File: config.mk
export PLATFORM = sky130hd
export DESIGN_NAME = system_control_and_interrupts
export DESIGN_NICKNAME = d
export VERILOG_FILES = /design/src/common/sysctl_pkg.sv /design/src/core/system_control_and_interrupts.sv
export VERILOG_INCLUDE_DIRS = /design/src /design/src/common
export SDC_FILE = /design/constraint.sdc
export NUM_CORES = 1
export LEC_CHECK = 0
export ABC_AREA = 1
export CORE_MARGIN = 2
export CORE_UTILIZATION = 25
export DETAILED_ROUTE_END_ITERATION = 7
export DONT_BUFFER_PORTS = 1
export HOLD_SLACK_MARGIN = 0.1
export PLACE_DENSITY = 0.42
export SETUP_SLACK_MARGIN = 0.05
export SYNTH_ARGS = -nofsm -noshare
export SYNTH_HDL_FRONTEND = slang
export SYNTH_SLANG_ARGS = --single-unit
File: constraint.sdc
create_clock -name clk -period 12.3 [get_ports clk]
set_input_delay 0.615 -clock clk [delete_from_list [all_inputs] [get_ports clk]]
set_output_delay 0.615 -clock clk [all_outputs]
set_load 0.01 [all_outputs]
File: src/common/sysctl_consts.svh
`ifndef SYSCTL_CONSTS_SVH
`define SYSCTL_CONSTS_SVH
// register offsets
`define RA_PART_LO 8'h00
`define RA_PART_HI 8'h01
`define RA_REV 8'h02
`define RA_SYSMAIN 8'h03
`define RA_CLKCFG 8'h04
`define RA_IRQCFG 8'h06
`define RA_FLAGS 8'h08
`define RA_MASK 8'h09
`define RA_PINF_LO 8'h0a
`define RA_PINF_HI 8'h0b
`define RA_PINE_LO 8'h0c
`define RA_PINE_HI 8'h0d
`define RA_PWMF 8'h0e
`define RA_PWME 8'h0f
// field positions
`define SYS_STANDBY 0
`define SYS_SOFTRST 1
`define SYS_SLEEP 3
`define SYS_SPEED 4
`define CLK_CS_OFF 0
`define CLK_PWM_OFF 1
`define CLK_GPIO_OFF 2
`define IRQ_MASTER 0
`define IRQ_TYPE 1
`define IRQ_POL 2
`define FLAG_RESUME 5
// reset values
`define RST_SYSMAIN 8'h00
`define RST_CLKCFG 8'hfe
`define RST_BYTE 8'h00
`define RST_WORD 16'h0000
// timing
`define CLK_HZ 100000000
`define CLK_PERIOD_NS 10
`define ENGINE_HZ 2000000
`define ENG_DIV (`CLK_HZ / `ENGINE_HZ)
`define SDIV_BASE 13'h0040
`define SDIV_FIRST 3'h3
`define PWM_HZ_MIN 16000
`define PWM_INC_BASE ((`PWM_HZ_MIN * 64'd16777216) / `CLK_HZ)
`define IRQ_PULSE_NS 1000
`define IRQ_PULSE_CYC ((`IRQ_PULSE_NS + `CLK_PERIOD_NS - 1) / `CLK_PERIOD_NS)
`endif

File: src/common/sysctl_pkg.sv
package sysctl_pkg;
   // event inputs from the surrounding modules, one-cycle pulses
   typedef struct packed {
      logic [15:0] pin_change;
      logic [7:0] pwm_done;
      logic sleep_resume;
      logic drift_alarm;
      logic cal_done;
      logic touch;
      logic ratio_unit_two_event;
      logic ratio_unit_one_event;
   } event_in_t;
   // clock and power controls toward the surrounding modules
   typedef struct packed {
      logic engine_tick;
      logic sensor_tick;
      logic pwm_tick;
      logic gpio_clk_en;
      logic pwm_clk_en;
      logic sense_clk_en;
      logic sleep_en;
      logic engine_speed_sel;
      logic deep_standby;
      logic soft_reset;
   } clock_ctl_t;
   typedef enum logic [4:0] {
      ST_IDLE = 5'b00001,
      ST_RECV = 5'b00010,
      ST_ACK = 5'b00100,
      ST_SEND = 5'b01000,
      ST_RACK = 5'b10000
   } bus_state_t;
endpackage

File: src/core/system_control_and_interrupts.sv
`timescale 1ns/10ps
`include "sysctl_consts.svh"
// Notes on behaviour
// - speed select zero means 2 MHz engine; one is reserved, engine stays 2 MHz.
// - control bit 3 enables touch sensor sleep mode.
// - writing one to control bit 1 soft-resets the device.
// - writing one to control bit 0 forces deep standby.
// - deep standby bit reads zero; the bus access wakes the device.
// - sensor divider codes 011..111 give 64..1024; lower codes reserved.
// - sensor clock is 2 MHz over 4.5 spread factor times divisor.
// - PWM clock field picks 16, 32, 64 or 128 kHz.
// - clock bits 2 and 1 stop GPIO and PWM module clocks.
// - clock bit 0 stops the sensing module clock.
// - polarity bit: zero active low, one active high.
// - type bit: zero level, one edge signalling.
// - master enable gates the interrupt output.
// - eight sticky flags, set by events, cleared by writing one.
// - PWM flag on sequence done, GPIO flag on pin activity.
// - resume flag set on leaving sleep or standby.
// - drift flag on stuck calibration or tuning out of range.
// - calibration flag when host-started calibration completes.
// - touch flag on touch; ratio flags on touch or data ready.
// - source mask shares flag layout; one enables a source.
// - per-pin change flags set on change, cleared by writing one.
// - per-channel PWM done flags set on completion, write one clears.
// - per-channel PWM enable lets its completion raise the interrupt.
module system_control_and_interrupts #(
   parameter logic [6:0] BUS_ADDR = 7'h2a, // arbitrary value
   parameter logic [15:0] PART_CODE = 16'h5a5a, // arbitrary value
   parameter logic [7:0] REV_CODE = 8'h01, // arbitrary value
   parameter int PULSE_CYC = `IRQ_PULSE_CYC
) (
   input wire logic clk,
   input wire logic rst,
   input wire logic ce,
   input wire logic scl_in,
   input wire logic sda_in,
   output logic sda_out,
   output logic sda_oe,
   input sysctl_pkg::event_in_t events,
   output sysctl_pkg::clock_ctl_t clk_ctl,
   output logic irq_out
);
   import sysctl_pkg::*;
   // elaboration checks
   if (PULSE_CYC < 1 || PULSE_CYC > 65535) begin : g_bad_pulse
      $error("PULSE_CYC out of range");
   end
   logic [1:0] sysmain_reg;
   logic deep_standby_reg;
   logic soft_rst_reg;
   logic [7:0] clkcfg_reg;
   logic [2:0] irqcfg_reg;
   logic [7:0] flags_reg;
   logic [7:0] mask_reg;
   logic [15:0] pin_flags_reg;
   logic [15:0] pin_en_reg;
   logic [7:0] pwm_flags_reg;
   logic [7:0] pwm_en_reg;
   // serial bus slave state
   bus_state_t st_reg;
   logic scl_q, sda_q;
   logic [3:0] bits_reg;
   logic [7:0] shift_reg;
   logic [7:0] ptr_reg;
   logic first_reg, have_ptr_reg, rw_reg, nack_reg, oe_reg;
   logic scl_rise, scl_fall, start_det, stop_det;
   logic byte_done, addr_hit, wr_pulse;
   logic [7:0] rd_byte;
   // bus line edges; inputs are synchronous to clk
   assign scl_rise = scl_in & ~scl_q;
   assign scl_fall = ~scl_in & scl_q;
   assign start_det = scl_in & scl_q & sda_q & ~sda_in;
   assign stop_det = scl_in & scl_q & ~sda_q & sda_in;
   assign byte_done = (st_reg == ST_RECV) && scl_fall && (bits_reg == 4'h8);
   assign addr_hit = byte_done && first_reg && (shift_reg[7:1] == BUS_ADDR);
   assign wr_pulse = byte_done && !first_reg && have_ptr_reg;
   assign sda_out = 1'b0; // open drain, only pulls low
   assign sda_oe = oe_reg;
   // read selection; standby and soft reset bits read zero
   assign rd_byte =
      (ptr_reg == `RA_PART_LO) ? PART_CODE[7:0] :
      (ptr_reg == `RA_PART_HI) ? PART_CODE[15:8] :
      (ptr_reg == `RA_REV) ? REV_CODE :
      (ptr_reg == `RA_SYSMAIN) ? {3'h0, sysmain_reg, 3'h0} :
      (ptr_reg == `RA_CLKCFG) ? clkcfg_reg :
      (ptr_reg == `RA_IRQCFG) ? {5'h00, irqcfg_reg} :
      (ptr_reg == `RA_FLAGS) ? flags_reg :
      (ptr_reg == `RA_MASK) ? mask_reg :
      (ptr_reg == `RA_PINF_LO) ? pin_flags_reg[7:0] :
      (ptr_reg == `RA_PINF_HI) ? pin_flags_reg[15:8] :
      (ptr_reg == `RA_PINE_LO) ? pin_en_reg[7:0] :
      (ptr_reg == `RA_PINE_HI) ? pin_en_reg[15:8] :
      (ptr_reg == `RA_PWMF) ? pwm_flags_reg :
      (ptr_reg == `RA_PWME) ? pwm_en_reg : 8'h00;
   // bus slave: address, pointer, auto-increment writes and reads
   always_ff @(posedge clk or posedge rst) begin
      if (rst) begin
         st_reg <= ST_IDLE;
         scl_q <= 1'b1;
         sda_q <= 1'b1;
         bits_reg <= 4'h0;
         shift_reg <= 8'h00;
         ptr_reg <= 8'h00;
         first_reg <= 1'b0;
         have_ptr_reg <= 1'b0;
         rw_reg <= 1'b0;
         nack_reg <= 1'b0;
         oe_reg <= 1'b0;
      end else if (ce) begin
         scl_q <= scl_in;
         sda_q <= sda_in;
         if (start_det) begin
            st_reg <= ST_RECV;
            bits_reg <= 4'h0;
            first_reg <= 1'b1;
            have_ptr_reg <= 1'b0;
            oe_reg <= 1'b0;
         end else if (stop_det) begin
            st_reg <= ST_IDLE;
            oe_reg <= 1'b0;
         end else begin
            unique case (st_reg)
               ST_IDLE: begin
               end
               ST_RECV: begin
                  if (scl_rise) begin
                     shift_reg <= {shift_reg[6:0], sda_in};
                     bits_reg <= bits_reg + 4'h1;
                  end else if (byte_done) begin
                     first_reg <= 1'b0;
                     if (first_reg && !addr_hit) begin
                        st_reg <= ST_IDLE;
                     end else begin
                        st_reg <= ST_ACK;
                        oe_reg <= 1'b1;
                     end
                     if (first_reg) begin
                        rw_reg <= shift_reg[0];
                     end else if (!have_ptr_reg) begin
                        ptr_reg <= shift_reg;
                        have_ptr_reg <= 1'b1;
                     end else begin
                        ptr_reg <= ptr_reg + 8'h01;
                     end
                  end
               end
               ST_ACK: begin
                  if (scl_fall) begin
                     bits_reg <= 4'h0;
                     if (rw_reg) begin
                        st_reg <= ST_SEND;
                        shift_reg <= rd_byte;
                        oe_reg <= ~rd_byte[7];
                        ptr_reg <= ptr_reg + 8'h01;
                     end else begin
                        st_reg <= ST_RECV;
                        oe_reg <= 1'b0;
                     end
                  end
               end
               ST_SEND: begin
                  if (scl_fall) begin
                     if (bits_reg == 4'h7) begin
                        st_reg <= ST_RACK;
                        oe_reg <= 1'b0;
                     end else begin
                        shift_reg <= {shift_reg[6:0], 1'b0};
                        oe_reg <= ~shift_reg[6];
                        bits_reg <= bits_reg + 4'h1;
                     end
                  end
               end
               ST_RACK: begin
                  if (scl_rise) begin
                     nack_reg <= sda_in;
                  end else if (scl_fall) begin
                     bits_reg <= 4'h0;
                     if (nack_reg) begin
                        st_reg <= ST_IDLE;
                     end else begin
                        st_reg <= ST_SEND;
                        shift_reg <= rd_byte;
                        oe_reg <= ~rd_byte[7];
                        ptr_reg <= ptr_reg + 8'h01;
                     end
                  end
               end
               default: st_reg <= ST_IDLE;
            endcase
         end
      end
   end
   // write decode
   logic wr_sys, wr_clk, wr_irq, wr_flags, wr_mask;
   logic wr_pinf_lo, wr_pinf_hi, wr_pine_lo, wr_pine_hi, wr_pwmf, wr_pwme;
   assign wr_sys = wr_pulse && (ptr_reg == `RA_SYSMAIN);
   assign wr_clk = wr_pulse && (ptr_reg == `RA_CLKCFG);
   assign wr_irq = wr_pulse && (ptr_reg == `RA_IRQCFG);
   assign wr_flags = wr_pulse && (ptr_reg == `RA_FLAGS);
   assign wr_mask = wr_pulse && (ptr_reg == `RA_MASK);
   assign wr_pinf_lo = wr_pulse && (ptr_reg == `RA_PINF_LO);
   assign wr_pinf_hi = wr_pulse && (ptr_reg == `RA_PINF_HI);
   assign wr_pine_lo = wr_pulse && (ptr_reg == `RA_PINE_LO);
   assign wr_pine_hi = wr_pulse && (ptr_reg == `RA_PINE_HI);
   assign wr_pwmf = wr_pulse && (ptr_reg == `RA_PWMF);
   assign wr_pwme = wr_pulse && (ptr_reg == `RA_PWME);
   // event gathering; set wins over a clear in the same cycle
   logic wake_evt;
   logic [7:0] flag_set;
   logic [15:0] pin_clr;
   logic [7:0] flags_next, pwm_flags_next;
   logic [15:0] pin_flags_next;
   assign wake_evt = addr_hit && deep_standby_reg;
   assign pin_clr = {wr_pinf_hi ? shift_reg : 8'h00, wr_pinf_lo ? shift_reg : 8'h00};
   assign pin_flags_next = (pin_flags_reg & ~pin_clr) | events.pin_change;
   assign pwm_flags_next = (pwm_flags_reg & ~(wr_pwmf ? shift_reg : 8'h00))
      | events.pwm_done;
   assign flag_set = {
      |(events.pin_change & pin_en_reg),
      |(events.pwm_done & pwm_en_reg),
      wake_evt | events.sleep_resume,
      events.drift_alarm,
      events.cal_done,
      events.touch,
      events.ratio_unit_two_event,
      events.ratio_unit_one_event};
   assign flags_next = (flags_reg & ~(wr_flags ? shift_reg : 8'h00)) | flag_set;
   // control and status registers; soft reset returns them to reset values
   always_ff @(posedge clk or posedge rst) begin
      if (rst) begin
         sysmain_reg <= 2'h0;
         deep_standby_reg <= 1'b0;
         soft_rst_reg <= 1'b0;
         clkcfg_reg <= `RST_CLKCFG;
         irqcfg_reg <= 3'h0;
         flags_reg <= `RST_BYTE;
         mask_reg <= `RST_BYTE;
         pin_flags_reg <= `RST_WORD;
         pin_en_reg <= `RST_WORD;
         pwm_flags_reg <= `RST_BYTE;
         pwm_en_reg <= `RST_BYTE;
      end else if (ce) begin
         soft_rst_reg <= wr_sys && shift_reg[`SYS_SOFTRST];
         if (soft_rst_reg) begin
            sysmain_reg <= 2'h0;
            deep_standby_reg <= 1'b0;
            clkcfg_reg <= `RST_CLKCFG;
            irqcfg_reg <= 3'h0;
            flags_reg <= `RST_BYTE;
            mask_reg <= `RST_BYTE;
            pin_flags_reg <= `RST_WORD;
            pin_en_reg <= `RST_WORD;
            pwm_flags_reg <= `RST_BYTE;
            pwm_en_reg <= `RST_BYTE;
         end else begin
            if (wr_sys) begin
               sysmain_reg <= {shift_reg[`SYS_SPEED], shift_reg[`SYS_SLEEP]};
            end
            if (wr_sys && shift_reg[`SYS_STANDBY]) begin
               deep_standby_reg <= 1'b1;
            end else if (wake_evt) begin
               deep_standby_reg <= 1'b0;
            end
            if (wr_clk) clkcfg_reg <= shift_reg;
            if (wr_irq) irqcfg_reg <= shift_reg[2:0];
            if (wr_mask) mask_reg <= shift_reg;
            if (wr_pine_lo) pin_en_reg[7:0] <= shift_reg;
            if (wr_pine_hi) pin_en_reg[15:8] <= shift_reg;
            if (wr_pwme) pwm_en_reg <= shift_reg;
            flags_reg <= flags_next;
            pin_flags_reg <= pin_flags_next;
            pwm_flags_reg <= pwm_flags_next;
         end
      end
   end
   // clock generation: 2 MHz engine, spread sensor clock, PWM phase step
   logic [5:0] eng_cnt_reg;
   logic [12:0] sens_cnt_reg;
   logic [7:0] lfsr_reg;
   logic [23:0] phase_reg;
   logic run, eng_tick, sens_ok, sens_run, sens_hit, pwm_run;
   logic [12:0] sdiv, sens_limit;
   logic [24:0] phase_sum;
   logic [23:0] phase_inc;
   assign run = ~deep_standby_reg;
   assign eng_tick = run && (eng_cnt_reg == 6'(`ENG_DIV - 1));
   assign sens_ok = clkcfg_reg[7:5] >= `SDIV_FIRST;
   assign sdiv = `SDIV_BASE << (clkcfg_reg[7:5] - `SDIV_FIRST);
   // divisor times 4 or 5 by a random bit averages 4.5
   assign sens_limit = (sdiv << 2) + (lfsr_reg[0] ? sdiv : 13'h0000) - 13'h0001;
   assign sens_run = sens_ok && !clkcfg_reg[`CLK_CS_OFF];
   assign sens_hit = sens_run && eng_tick && (sens_cnt_reg >= sens_limit);
   assign pwm_run = run && !clkcfg_reg[`CLK_PWM_OFF];
   assign phase_inc = 24'(`PWM_INC_BASE) << clkcfg_reg[4:3];
   assign phase_sum = {1'b0, phase_reg} + {1'b0, phase_inc};

   always_ff @(posedge clk or posedge rst) begin
      if (rst) begin
         eng_cnt_reg <= 6'h00;
         sens_cnt_reg <= 13'h0000;
         lfsr_reg <= 8'h01;
         phase_reg <= 24'h00_0000;
      end else if (ce) begin
         if (run) eng_cnt_reg <= eng_tick ? 6'h00 : eng_cnt_reg + 6'h01;
         if (sens_hit) begin
            sens_cnt_reg <= 13'h0000;
            lfsr_reg <= {lfsr_reg[6:0], lfsr_reg[7] ^ lfsr_reg[5] ^ lfsr_reg[4] ^ lfsr_reg[3]};
         end else if (sens_run && eng_tick) begin
            sens_cnt_reg <= sens_cnt_reg + 13'h0001;
         end
         if (pwm_run) phase_reg <= phase_sum[23:0];
      end
   end

   // registered control outputs toward the other modules
   always_ff @(posedge clk or posedge rst) begin
      if (rst) begin
         clk_ctl <= '0;
      end else if (ce) begin
         clk_ctl.engine_tick <= eng_tick;
         clk_ctl.sensor_tick <= sens_hit;
         clk_ctl.pwm_tick <= pwm_run && phase_sum[24];
         clk_ctl.gpio_clk_en <= run && !clkcfg_reg[`CLK_GPIO_OFF];
         clk_ctl.pwm_clk_en <= pwm_run;
         clk_ctl.sense_clk_en <= run && !clkcfg_reg[`CLK_CS_OFF];
         clk_ctl.sleep_en <= sysmain_reg[0];
         clk_ctl.engine_speed_sel <= sysmain_reg[1];
         clk_ctl.deep_standby <= deep_standby_reg;
         clk_ctl.soft_reset <= soft_rst_reg;
      end
   end

   // interrupt output with polarity, type and master enable
   logic pending, pend_q, irq_act;
   logic [15:0] pulse_cnt_reg;
   assign pending = |(flags_reg & mask_reg);
   assign irq_act = irqcfg_reg[`IRQ_MASTER] &&
      (irqcfg_reg[`IRQ_TYPE] ? (pulse_cnt_reg != 16'h0000) : pending);

   always_ff @(posedge clk or posedge rst) begin
      if (rst) begin
         pend_q <= 1'b0;
         pulse_cnt_reg <= 16'h0000;
         irq_out <= 1'b1;
      end else if (ce) begin
         pend_q <= pending;
         if (pending && !pend_q) begin
            pulse_cnt_reg <= 16'(PULSE_CYC);
         end else if (pulse_cnt_reg != 16'h0000) begin
            pulse_cnt_reg <= pulse_cnt_reg - 16'h0001;
         end
         irq_out <= irqcfg_reg[`IRQ_POL] ? irq_act : ~irq_act;
      end
   end
endmodule // system_control_and_interrupts

# Word-level counts from Yosys, hierarchy flattened
# Cells that the tools add are included.
# totals
ff_bits,190
input_bits,35
out_inout_bits,13
# classes
add_sub_neg,9
n_lt_le_gt_ge,2
n_eq_ne,50
n_shift,2
mux,109
bitwise_logic,34
n_reduce_logical,80
# ops
op,n
$mux W8,45
$eq A8 B4 Y1 const B,8
$mux W16,4
$mux W5,9
$mux W13,3
$mux W4,9
$ne A4 B4 Y1 const B,9
$and A16 B16 Y16,2
$and A8 B8 Y8,4
$pmux W8 S4,1
$logic_and A1 B1 Y1,31
$mux W1,28
$reduce_and A2 Y1,13
$add A24 B24 Y25,1
$pmux W5 S5,1
$ne A2 B2 Y1 const B,12
$pmux W8 S3,1
$reduce_and A12 Y1,2
$shl A12 B2 Y24 const A,1
$reduce_bool A2 Y1,11
$eq A8 B2 Y1 const B,2
$eq A8 B3 Y1 const B,2
$not A16 Y16,1
$not A8 Y8,2
48 further kinds,84

# Depth between registers and ports, before layout
# Gate-level depths: netlist (run 1).
# depth
word_depth,22
mapped_depth,23
mapped_depth_nobuf,21

# Worst setup path before layout (run 1)
# OpenSTA, ideal clock, no wires.
# synth_timing
path_kind,register to register
startpoint,register clkcfg_reg[5]
endpoint,register sens_cnt_reg[9]
arrival_ns,3.428
path_slack_ns,8.783
stages_incl_launch_ff,22
period_less_slack_ns,3.517
path_cell_list,dfstp_2 buf_4 nand2_1 inv_1 ha_1 inv_1 nand4_1 ha_1 inv_1 ha_1 a21oi_1 nand2_1 nand2_1 nand2_1 a21oi_1 xor2_1 ha_1 a21oi_1 nand2_1 nand2_1 clkinv_1 nor3b_1
# synth_between
elab_chain_cells,9
word_cells_on_any_way,13
classes_between,3 x add/sub; 2 x order compare; 1 x shift; 2 x mux; 5 x reduce/logical
# synth_rtl
element,line_no,rtl
start: declaration,system_control_and_interrupts.sv:52,logic [7:0] clkcfg_reg;
start signal: assignment,system_control_and_interrupts.sv:235,clkcfg_reg <= `RST_CLKCFG;
start signal: assignment,system_control_and_interrupts.sv:248,clkcfg_reg <= `RST_CLKCFG;
start signal: assignment,system_control_and_interrupts.sv:265,if (wr_clk) clkcfg_reg <= shift_reg;
$sub A3 B2 Y3 (no source line),--,
$shl A7 B3 Y13 (no source line),--,
$mux W13,system_control_and_interrupts.sv:291,assign sens_limit = (sdiv << 2) + (lfsr_reg[0] ? sdiv : 13'h0000) - 13'h0001;
$add A13 B13 Y13,system_control_and_interrupts.sv:291,
$sub A13 B1 Y13,system_control_and_interrupts.sv:291,
$ge A13 B13 Y1,system_control_and_interrupts.sv:293,assign sens_hit = sens_run && eng_tick && (sens_cnt_reg >= sens_limit);
$logic_and A1 B1 Y1,system_control_and_interrupts.sv:293,
$reduce_bool A2 Y1 (no source line),--,
$reduce_and A2 Y1 (no source line),--,
end signal: assignment,system_control_and_interrupts.sv:310,sens_cnt_reg <= sens_cnt_reg + 13'h0001;
end: declaration,system_control_and_interrupts.sv:279,logic [12:0] sens_cnt_reg;
# Parallel ways exist; a longest one is shown, timed or not.
# A chain may end at the register's enable or synchronous reset.

# Worst setup path in the final report (run 1)
# layout_timing
startpoint,register clkcfg_reg[5]
endpoint,register lfsr_reg[6]
# layout_between
elab_chain_cells,8
word_cells_on_any_way,11
classes_between,3 x add/sub; 2 x order compare; 1 x shift; 1 x mux; 4 x reduce/logical
# layout_rtl
element,line_no,rtl
$sub A3 B2 Y3 (no source line),--,
$shl A7 B3 Y13 (no source line),--,
$mux W13,system_control_and_interrupts.sv:291,
$add A13 B13 Y13,system_control_and_interrupts.sv:291,
$sub A13 B1 Y13,system_control_and_interrupts.sv:291,
$ge A13 B13 Y1,system_control_and_interrupts.sv:293,
$logic_and A1 B1 Y1 (*),system_control_and_interrupts.sv:293,
$reduce_and A2 Y1 (no source line) (*),--,
end signal: assignment,system_control_and_interrupts.sv:308,"lfsr_reg <= {lfsr_reg[6:0], lfsr_reg[7] ^ lfsr_reg[5] ^ lfsr_reg[4] ^ lfsr_reg[3]};"
end: declaration,system_control_and_interrupts.sv:280,logic [7:0] lfsr_reg;
# Mark *: on every way between the ends. The rest lies on a longest branch, timed or not.

==> qor.txt, run 1 <==
status: complete, no violations
Num Clock Sinks: 188
die height: 213.3 um
Setup TNS: 0 ns
Clock Skews: 0.01639 ns
Area growth syn-to-layout: 10.75%
worst-skew pair later-pin latency: 0.47 ns
WL final: 32450 um
CTS clock-pin slew for the worst setup and hold paths: 0.07 ns
Post-Syn Nets: 1484
total core area: 43170 sq um
crit-path max FO: 11
CTS max path bufs: 2
Ports: 48
post-CTS sizing: 0
Yosys top cell by area: dfrtp_1
CTS Root Cell: clkbuf_16
Vias/cell: 4.547
first-pass GRT wire length: 51680 um
CTS tree: built
slowest CP cell: dfstp_2
initial antenna violation count: 1
fin crit share: 34.23%
leakage power: 5.765 nW
Worst Path Required: 12.65 ns
Synth Warn #: 0
Slew Limit Fails: 0
die area: 45500 sq um
n_diodes: 0
peak supply drop: 0.09753 mV
Syn Inst Count: 1405
Max-slew headroom: 34.83%
remaining antenna violation count: 0
IO Port Bufs: 0
asr flop ratio synth: 100.0%
vias in the first global route: 8811
HP Class: in -> async
critical path, cell by cell: nand2_1 -> inv_1 -> ha_1 -> inv_1 -> nand4_1 -> ha_1 -> inv_1 -> ha_1 -> a21oi_1 -> nand2_1 -> nand2_1 -> nand2_1 -> a21oi_1 -> xor2_1 -> ha_1 -> a21oi_1 -> nand2_1 -> nand2_1 -> clkinv_1 -> nor2_1 -> nor2_1
DR top layer: met4
top_reg_cell synth: dfrtp_1
FF+latch count, synth: 188
Multi-input gate area: 5390 sq um
Min Clock Period, post-route: 4.211 ns
number of remaining DRC errors: 0
Largest register FFs: 22
chip width: 213.3 um
WL met1: 15650 um
final setup fails: 0
Mapped Avg Cell Area: 7.796 sq um
gr ovfl total: 0
Crit path largest cell delay: 0.61 ns
Placed Area: 11520 sq um
EDFF count, synth: 0
FMAX: 237.5 MHz
sequential share of the synthesized area: 43.09%
Fin. Hold Viols: 0
met2 WL: 15360 um
Tot GR Track Use: 14.95%
CP endpoint kind: flop
fill count: 4683
Post-Syn Area: 10950 sq um
top cell type's share of synthesized area: 40.21%
RePlAce Congestion: 0.8268
hold_buf cts: 0
largest net degree at the start of global routing: 137
Initial DRT Pass Iterations: 5
Most common cell on crit path: nand2_1
worst path arrival time: 4.56 ns
cell depth of the worst flop-to-flop path: 21
nets: 1471
Rows: 76
Vias: 9048
WS Path Type: reg -> reg
proportion of layout cells with a drive suffix above 1: 8.541%
Initial DRC Count: 584
htree depth: 4
Starting Density: 25.37%
WL/cell: 16.31 um
RSZ-0062 raised after global routing: false
Num CTS Buffers: 17
Worst setup SP type: flop
MaxCap Viol Count: 0
hpwl dp: 23460 um
Sequential Area: 4720 sq um
Power Density: 174.8 nW/um^2
post-CTS setup buffer count: 0
synth top area cells: dfrtp_1 (40%), nand2_1 (12%), inv_1 (5.4%), a21oi_1 (5.4%), ha_1 (4.8%)
Slew @ Worst Pin: 0.9776 ns
met3 WL post-DR: 1062 um
finished layout cell area: 12130 sq um
Yosys cell types: 59
[synth_stat cells (4+ instances only)]
cell type and instances:
nand2_1 344, dfrtp_1 176, inv_1 158, a21oi_1 118, nor2_1 111, o21ai_0 95
nand3_1 53, ha_1 42, o21ai_1 39, nand4_1 21, nor3_1 21, xor2_1 21
o22ai_1 20, nor2_2 17, xnor2_1 16, clkbuf_1 15, buf_2 12, dfstp_2 12
inv_2 11, o211ai_1 10, nand2_2 9, or2_2 7, a221oi_1 5, and3_1 5
buf_6 5, a22o_1 4, nor2_4 4, nor3_2 4
[cells by family after synthesis]
family / after synthesis / synth area share (%)
compound gates: 307 / 15.35
xor+xnor: 37 / 2.959
fa+ha+maj: 44 / 5.163
buf+inv: 207 / 7.699
flops: 188 / 43.09
mux: 1 / 0.09139
other cells: 1 / 0.03424
simple gates: 620 / 25.61
[cell type report]
type,instances,share of cell area (%)
multi-input combinational,1010,44.44
clock buffer,19,3.734
inverter,171,5.374
clock inverter,13,1.269
timing repair buffer,4,0.2475
tap,585,6.034
sequential,188,38.91
[per-stage QoR]
stage	util [%]	instances	hold WS (ns)	total power, mW	setup slack, ns
final	28.10	1990	0.2137	2.120	8.089
after global routing	28.10	1990	0.2219	2.291	7.612
after CTS	28.10	1990	0.2127	2.149	8.092
after detailed placement	26.69	1958	0.4655	1.543	8.120
after global placement	26.69	1958	0.4608	1.540	8.144
after floorplan	-	1405	0.4453	1.352	6.591
[critical path: cells and delay by family (launching register included)]
family / cells / cell delay (ns)
AO/OA/AOI/OAI: 3 / 0.56
XOR/XNOR: 1 / 0.16
adder cells (fa/ha/maj): 4 / 1.15
buffers and inverters: 4 / 0.63
flip-flops: 1 / 0.61
AND/OR/NAND/NOR: 9 / 1.01
[power breakdown]
part           switching, mW  internal [mW]
Combinational          0.409          0.222
Clock                  0.276          0.317
Sequential             0.154          0.743
[cells in the final DEF (no fill, tap or decap), types with 21 or more instances in the layout]
| cell type | synthesis | final |
|---|---|---|
| ha_1 | 42 | 42 |
| o21ai_0 | 95 | 95 |
| nor3_1 | 21 | 21 |
| inv_1 | 158 | 157 |
| dfrtp_1 | 176 | 176 |
| nand2_1 | 344 | 344 |
| a21oi_1 | 118 | 118 |
| o21ai_1 | 39 | 39 |
| xor2_1 | 21 | 21 |
| nand4_1 | 21 | 21 |
| nand3_1 | 53 | 53 |
| nor2_1 | 111 | 111 |
[worst paths after layout]
check | from | to | slack, ns
worst max-delay path | clkcfg_reg[5] | lfsr_reg[6] | 8.09
worst min-delay path | rst | clk_ctl[7] | 0.21
worst max register to register | clkcfg_reg[5] | lfsr_reg[6] | 8.09
worst min register to register | phase_reg[19] | phase_reg[19] | 0.48
max in group asynchronous | rst | pin_flags_reg[2] | 10.74
min in group clk | ce | scl_q | 0.24
[layer usage]
layer / vias to the layer above / GRT usage, %
li1: 4584 / -
met1: 4314 / 20.27
met2: 127 / 24.32
met3: 23 / 3.089
met4: 0 / 3.760
met5: - / 0
Note: power is estimated with default switching activity, not from simulation.
==> inputs of run 2 (changes only) <==
--- a/config.mk
+++ b/config.mk
@@ -6,13 +6,13 @@
 export SDC_FILE = /design/constraint.sdc
 export NUM_CORES = 1
 export LEC_CHECK = 0
-export ABC_AREA = 1
+export ABC_AREA = 0
 export CORE_MARGIN = 2
 export CORE_UTILIZATION = 25
 export DETAILED_ROUTE_END_ITERATION = 7
 export DONT_BUFFER_PORTS = 1
 export HOLD_SLACK_MARGIN = 0.1
-export PLACE_DENSITY = 0.42
+export PLACE_DENSITY = 0.44
 export SETUP_SLACK_MARGIN = 0.05
 export SYNTH_ARGS = -nofsm -noshare
 export SYNTH_HDL_FRONTEND = slang
==> constraint.sdc (replaced) <==
create_clock -name clk -period 3.7 [get_ports clk]
set_input_delay 0.185 -clock clk [delete_from_list [all_inputs] [get_ports clk]]
set_output_delay 0.185 -clock clk [all_outputs]
set_load 0.01 [all_outputs]
==> run 2 against run 1 <==
Clock skew about the same. Synthesized cell count down 11%. Global-route usage up 0.74 points. Flip-flop and latch count unchanged. Maximum frequency up 17%. Worst setup slack worse by 8.0 ns. Worst hold slack worse by 0.080 ns. Largest power group unchanged.
==> qor.txt, run 2 <==
CP endpoint kind: flop
Commonest cells post-synth: dfrtp_1 (176), nand2_1 (171), o21ai_0 (95)
CTS tree: built
Starting Density: 25.28% (-0.089 points)
initial antenna violation count: 0 (-1)
Power Density: 437.0 nW/um^2 (+150%)
finished layout cell area: 13260 sq um (+9.3%)
Worst Path Required: 4.04 ns (-8.61 ns)
Ports: 48 (unchanged)
FMAX: 277.7 MHz (+17%)
DP Cell Count: 1816 (-7.3%)
Yosys cell types: 78 (+32%)
synth top area cells: dfrtp_1 (39%), nand2_1 (5.8%), ha_1 (4.7%), o21ai_0 (4.3%), a21oi_1 (4.1%)
gr ovfl total: 0 (unchanged)
CTS clock-pin slew for the worst setup and hold paths: 0.08 ns (about the same)
WL final: 35810 um (+10%)
Max-slew headroom: 34.72% (-0.11 points)
hold_ws: 0.1333 ns (-0.08040 ns)
MaxCap Viol Count: 0 (unchanged)
fin crit share: 97.32% (+63 points)
R2R setup slack: 0.1 ns (-7.99 ns)
cell depth of the worst flop-to-flop path: 19 (-9.5%)
RePlAce Congestion: 0.8366 (+1.2%)
Slew Limit Fails: 0 (unchanged)
Vias/cell: 5.070 (+12%)
HP Class: in -> reg
Worst setup SP type: flop
Area growth syn-to-layout: 18.85%
Syn Inst Count: 1247 (-11%)
remaining antenna violation count: 0 (unchanged)
commonest non-fill, non-tap cells in the layout: dfrtp_1 (176), nand2_1 (169), a21oi_1 (89), o21ai_0 (85), nor2_1 (69)
total power: 5.794 mW (+170%)
Post-Syn Area: 11160 sq um (+1.9%)
status: complete, no violations
sequential share of the synthesized area: 42.31% (-0.78 points)
proportion of layout cells with a drive suffix above 1: 13.00% (+4.5 points)
die area: 46330 sq um (+1.8%)
die height: 215.2 um (+0.90%)
first-pass GRT wire length: 57370 um (+11%)
crit-path max FO: 7 (-4)
Placed Area: 12120 sq um (+5.2%)
hpwl dp: 23980 um (+2.2%)
chip width: 215.2 um (+0.90%)
worst path arrival time: 3.94 ns (-0.62 ns)
htree depth: 4 (unchanged)
Post-Syn Nets: 1326 (-11%)
Num Clock Sinks: 188 (unchanged)
Num CTS Buffers: 17 (unchanged)
n_diodes: 0 (unchanged)
EDFF count, synth: 0 (unchanged)
final setup fails: 0 (unchanged)
asr flop ratio synth: 100.0% (unchanged)
hold depth: 4
WL/cell: 18.93 um (+16%)
nets: 1366 (-7.1%)
Initial DRC Count: 772 (+32%)
total core area: 44120 sq um (+2.2%)
worst-skew pair later-pin latency: 0.47 ns (about the same)
top cell type's share of synthesized area: 39.48% (-0.73 points)
Largest register FFs: 22 (unchanged)
Fin. Hold Viols: 0 (unchanged)
vias in the first global route: 9710 (+10%)
Setup TNS: 0 ns (unchanged)
most common cell after layout, fill and taps aside: dfrtp_1
CTS Root Cell: clkbuf_16
CTS max path bufs: 2 (unchanged)
top_reg_cell synth: dfrtp_1
IO Port Bufs: 0 (unchanged)
WS Path Type: reg -> reg
Rows: 77 (+1.3%)
RSZ-0062 raised after global routing: true
Tot GR Track Use: 15.70% (+0.74 points)
largest net degree at the start of global routing: 131 (-4.4%)
Vias: 9593 (+6.0%)
Mapped Avg Cell Area: 8.946 sq um (+15%)
peak supply drop: 0.3166 mV (+220%)
Clock Skews: 0.01643 ns (+0.00003850 ns)
number of remaining DRC errors: 0 (unchanged)
Non-Filler Instances: 1892 (-4.9%)
leakage power: 5.558 nW (-3.6%)
Min Clock Period, post-route: 3.601 ns (-0.6101 ns)
most numerous cell in the Yosys netlist: dfrtp_1
Yosys top cell by area: dfrtp_1
Initial DRT Pass Iterations: 5 (unchanged)
FF+latch count, synth: 188 (unchanged)
Slew @ Worst Pin: 0.9792 ns (+0.001632 ns)
Synth Warn #: 0 (unchanged)
run 2: per-stage QoR:
step | util, % | worst slack (ns)
global placement | 27.47 | -0.1282
floorplan | - | -0.09260
finish | 30.05 | 0.09929
CTS | 29.84 | 0.06094
detailed placement | 27.47 | -0.2110
global route | 30.05 | -0.04084
run 2: per-layer routing:
metal / vias up / GRT usage (%) / wire length [um]
met5: - / 0 / 0
met4: 0 / 4.782 / 531
met3: 36 / 2.845 / 1850
met2: 234 / 24.17 / 16300
met1: 4716 / 22.29 / 17130
li1: 4607 / - / -
run 2: layout make-up:
cell class	count	area, sq um
fill	4711	30870
clock inverter	15	176.4
sequential	188	4720
tap	592	740.7
timing repair buffer	88	813.3
inverter	54	211.5
multi-input combinational	938	6172
clock buffer	17	425.4
run 2: what timing repair did:
item	4_1_cts	5_1_grt
gates cloned	2	1
pin swaps	11	9
setup buffers	1	3
endpoints found under the setup margin	16	17
hold endpoints to repair	245	0
gates resized for setup	9	21
hold buffers	37	0
run 2: power by group:
| part | leakage (nW) | switching (mW) | internal (mW) |
|---|---|---|---|
| Sequential | 2.33 | 0.235 | 2.25 |
| Clock | 0.290 | 0.930 | 1.02 |
| Combinational | 2.93 | 0.791 | 0.566 |
run 2: final timing paths:
path / from / end
max in group asynchronous: rst / pin_flags_reg[9]
min in group asynchronous: rst / pulse_cnt_reg[10]
worst min-delay path: events[13] / flags_reg[6]
worst max register to register: clkcfg_reg[5] / lfsr_reg[7]
worst max-delay path: clkcfg_reg[5] / lfsr_reg[7]
worst min register to register: phase_reg[20] / phase_reg[20]
run 2: kinds of logic (layout without fill, tap and decap cells):
family,Yosys count,in the layout,synth area share [%]
AO/OA/AOI/OAI,382,382,22.44
XOR/XNOR,46,46,3.612
adder cells (fa/ha/maj),44,44,5.070
buffers and inverters,123,174,4.329
flip-flops,188,188,42.31
multiplexers,37,37,3.544
other,1,1,0.03362
AND/OR/NAND/NOR,426,428,18.66
run 2: critical path, stage by stage (launching register included):
cell and delay [ns]:
dfstp_2 0.55, nand2_4 0.06, inv_4 0.06, ha_4 0.21, nor2b_4 0.11, nand3b_1 0.13
ha_4 0.30, inv_4 0.04, ha_4 0.20, a21o_1 0.16, a21oi_2 0.15, o21bai_1 0.07
a21oi_1 0.15, xnor2_1 0.09, ha_2 0.19, nor3_4 0.13, o211ai_1 0.12, o211a_4 0.31
nand2_4 0.13, mux2_4 0.31
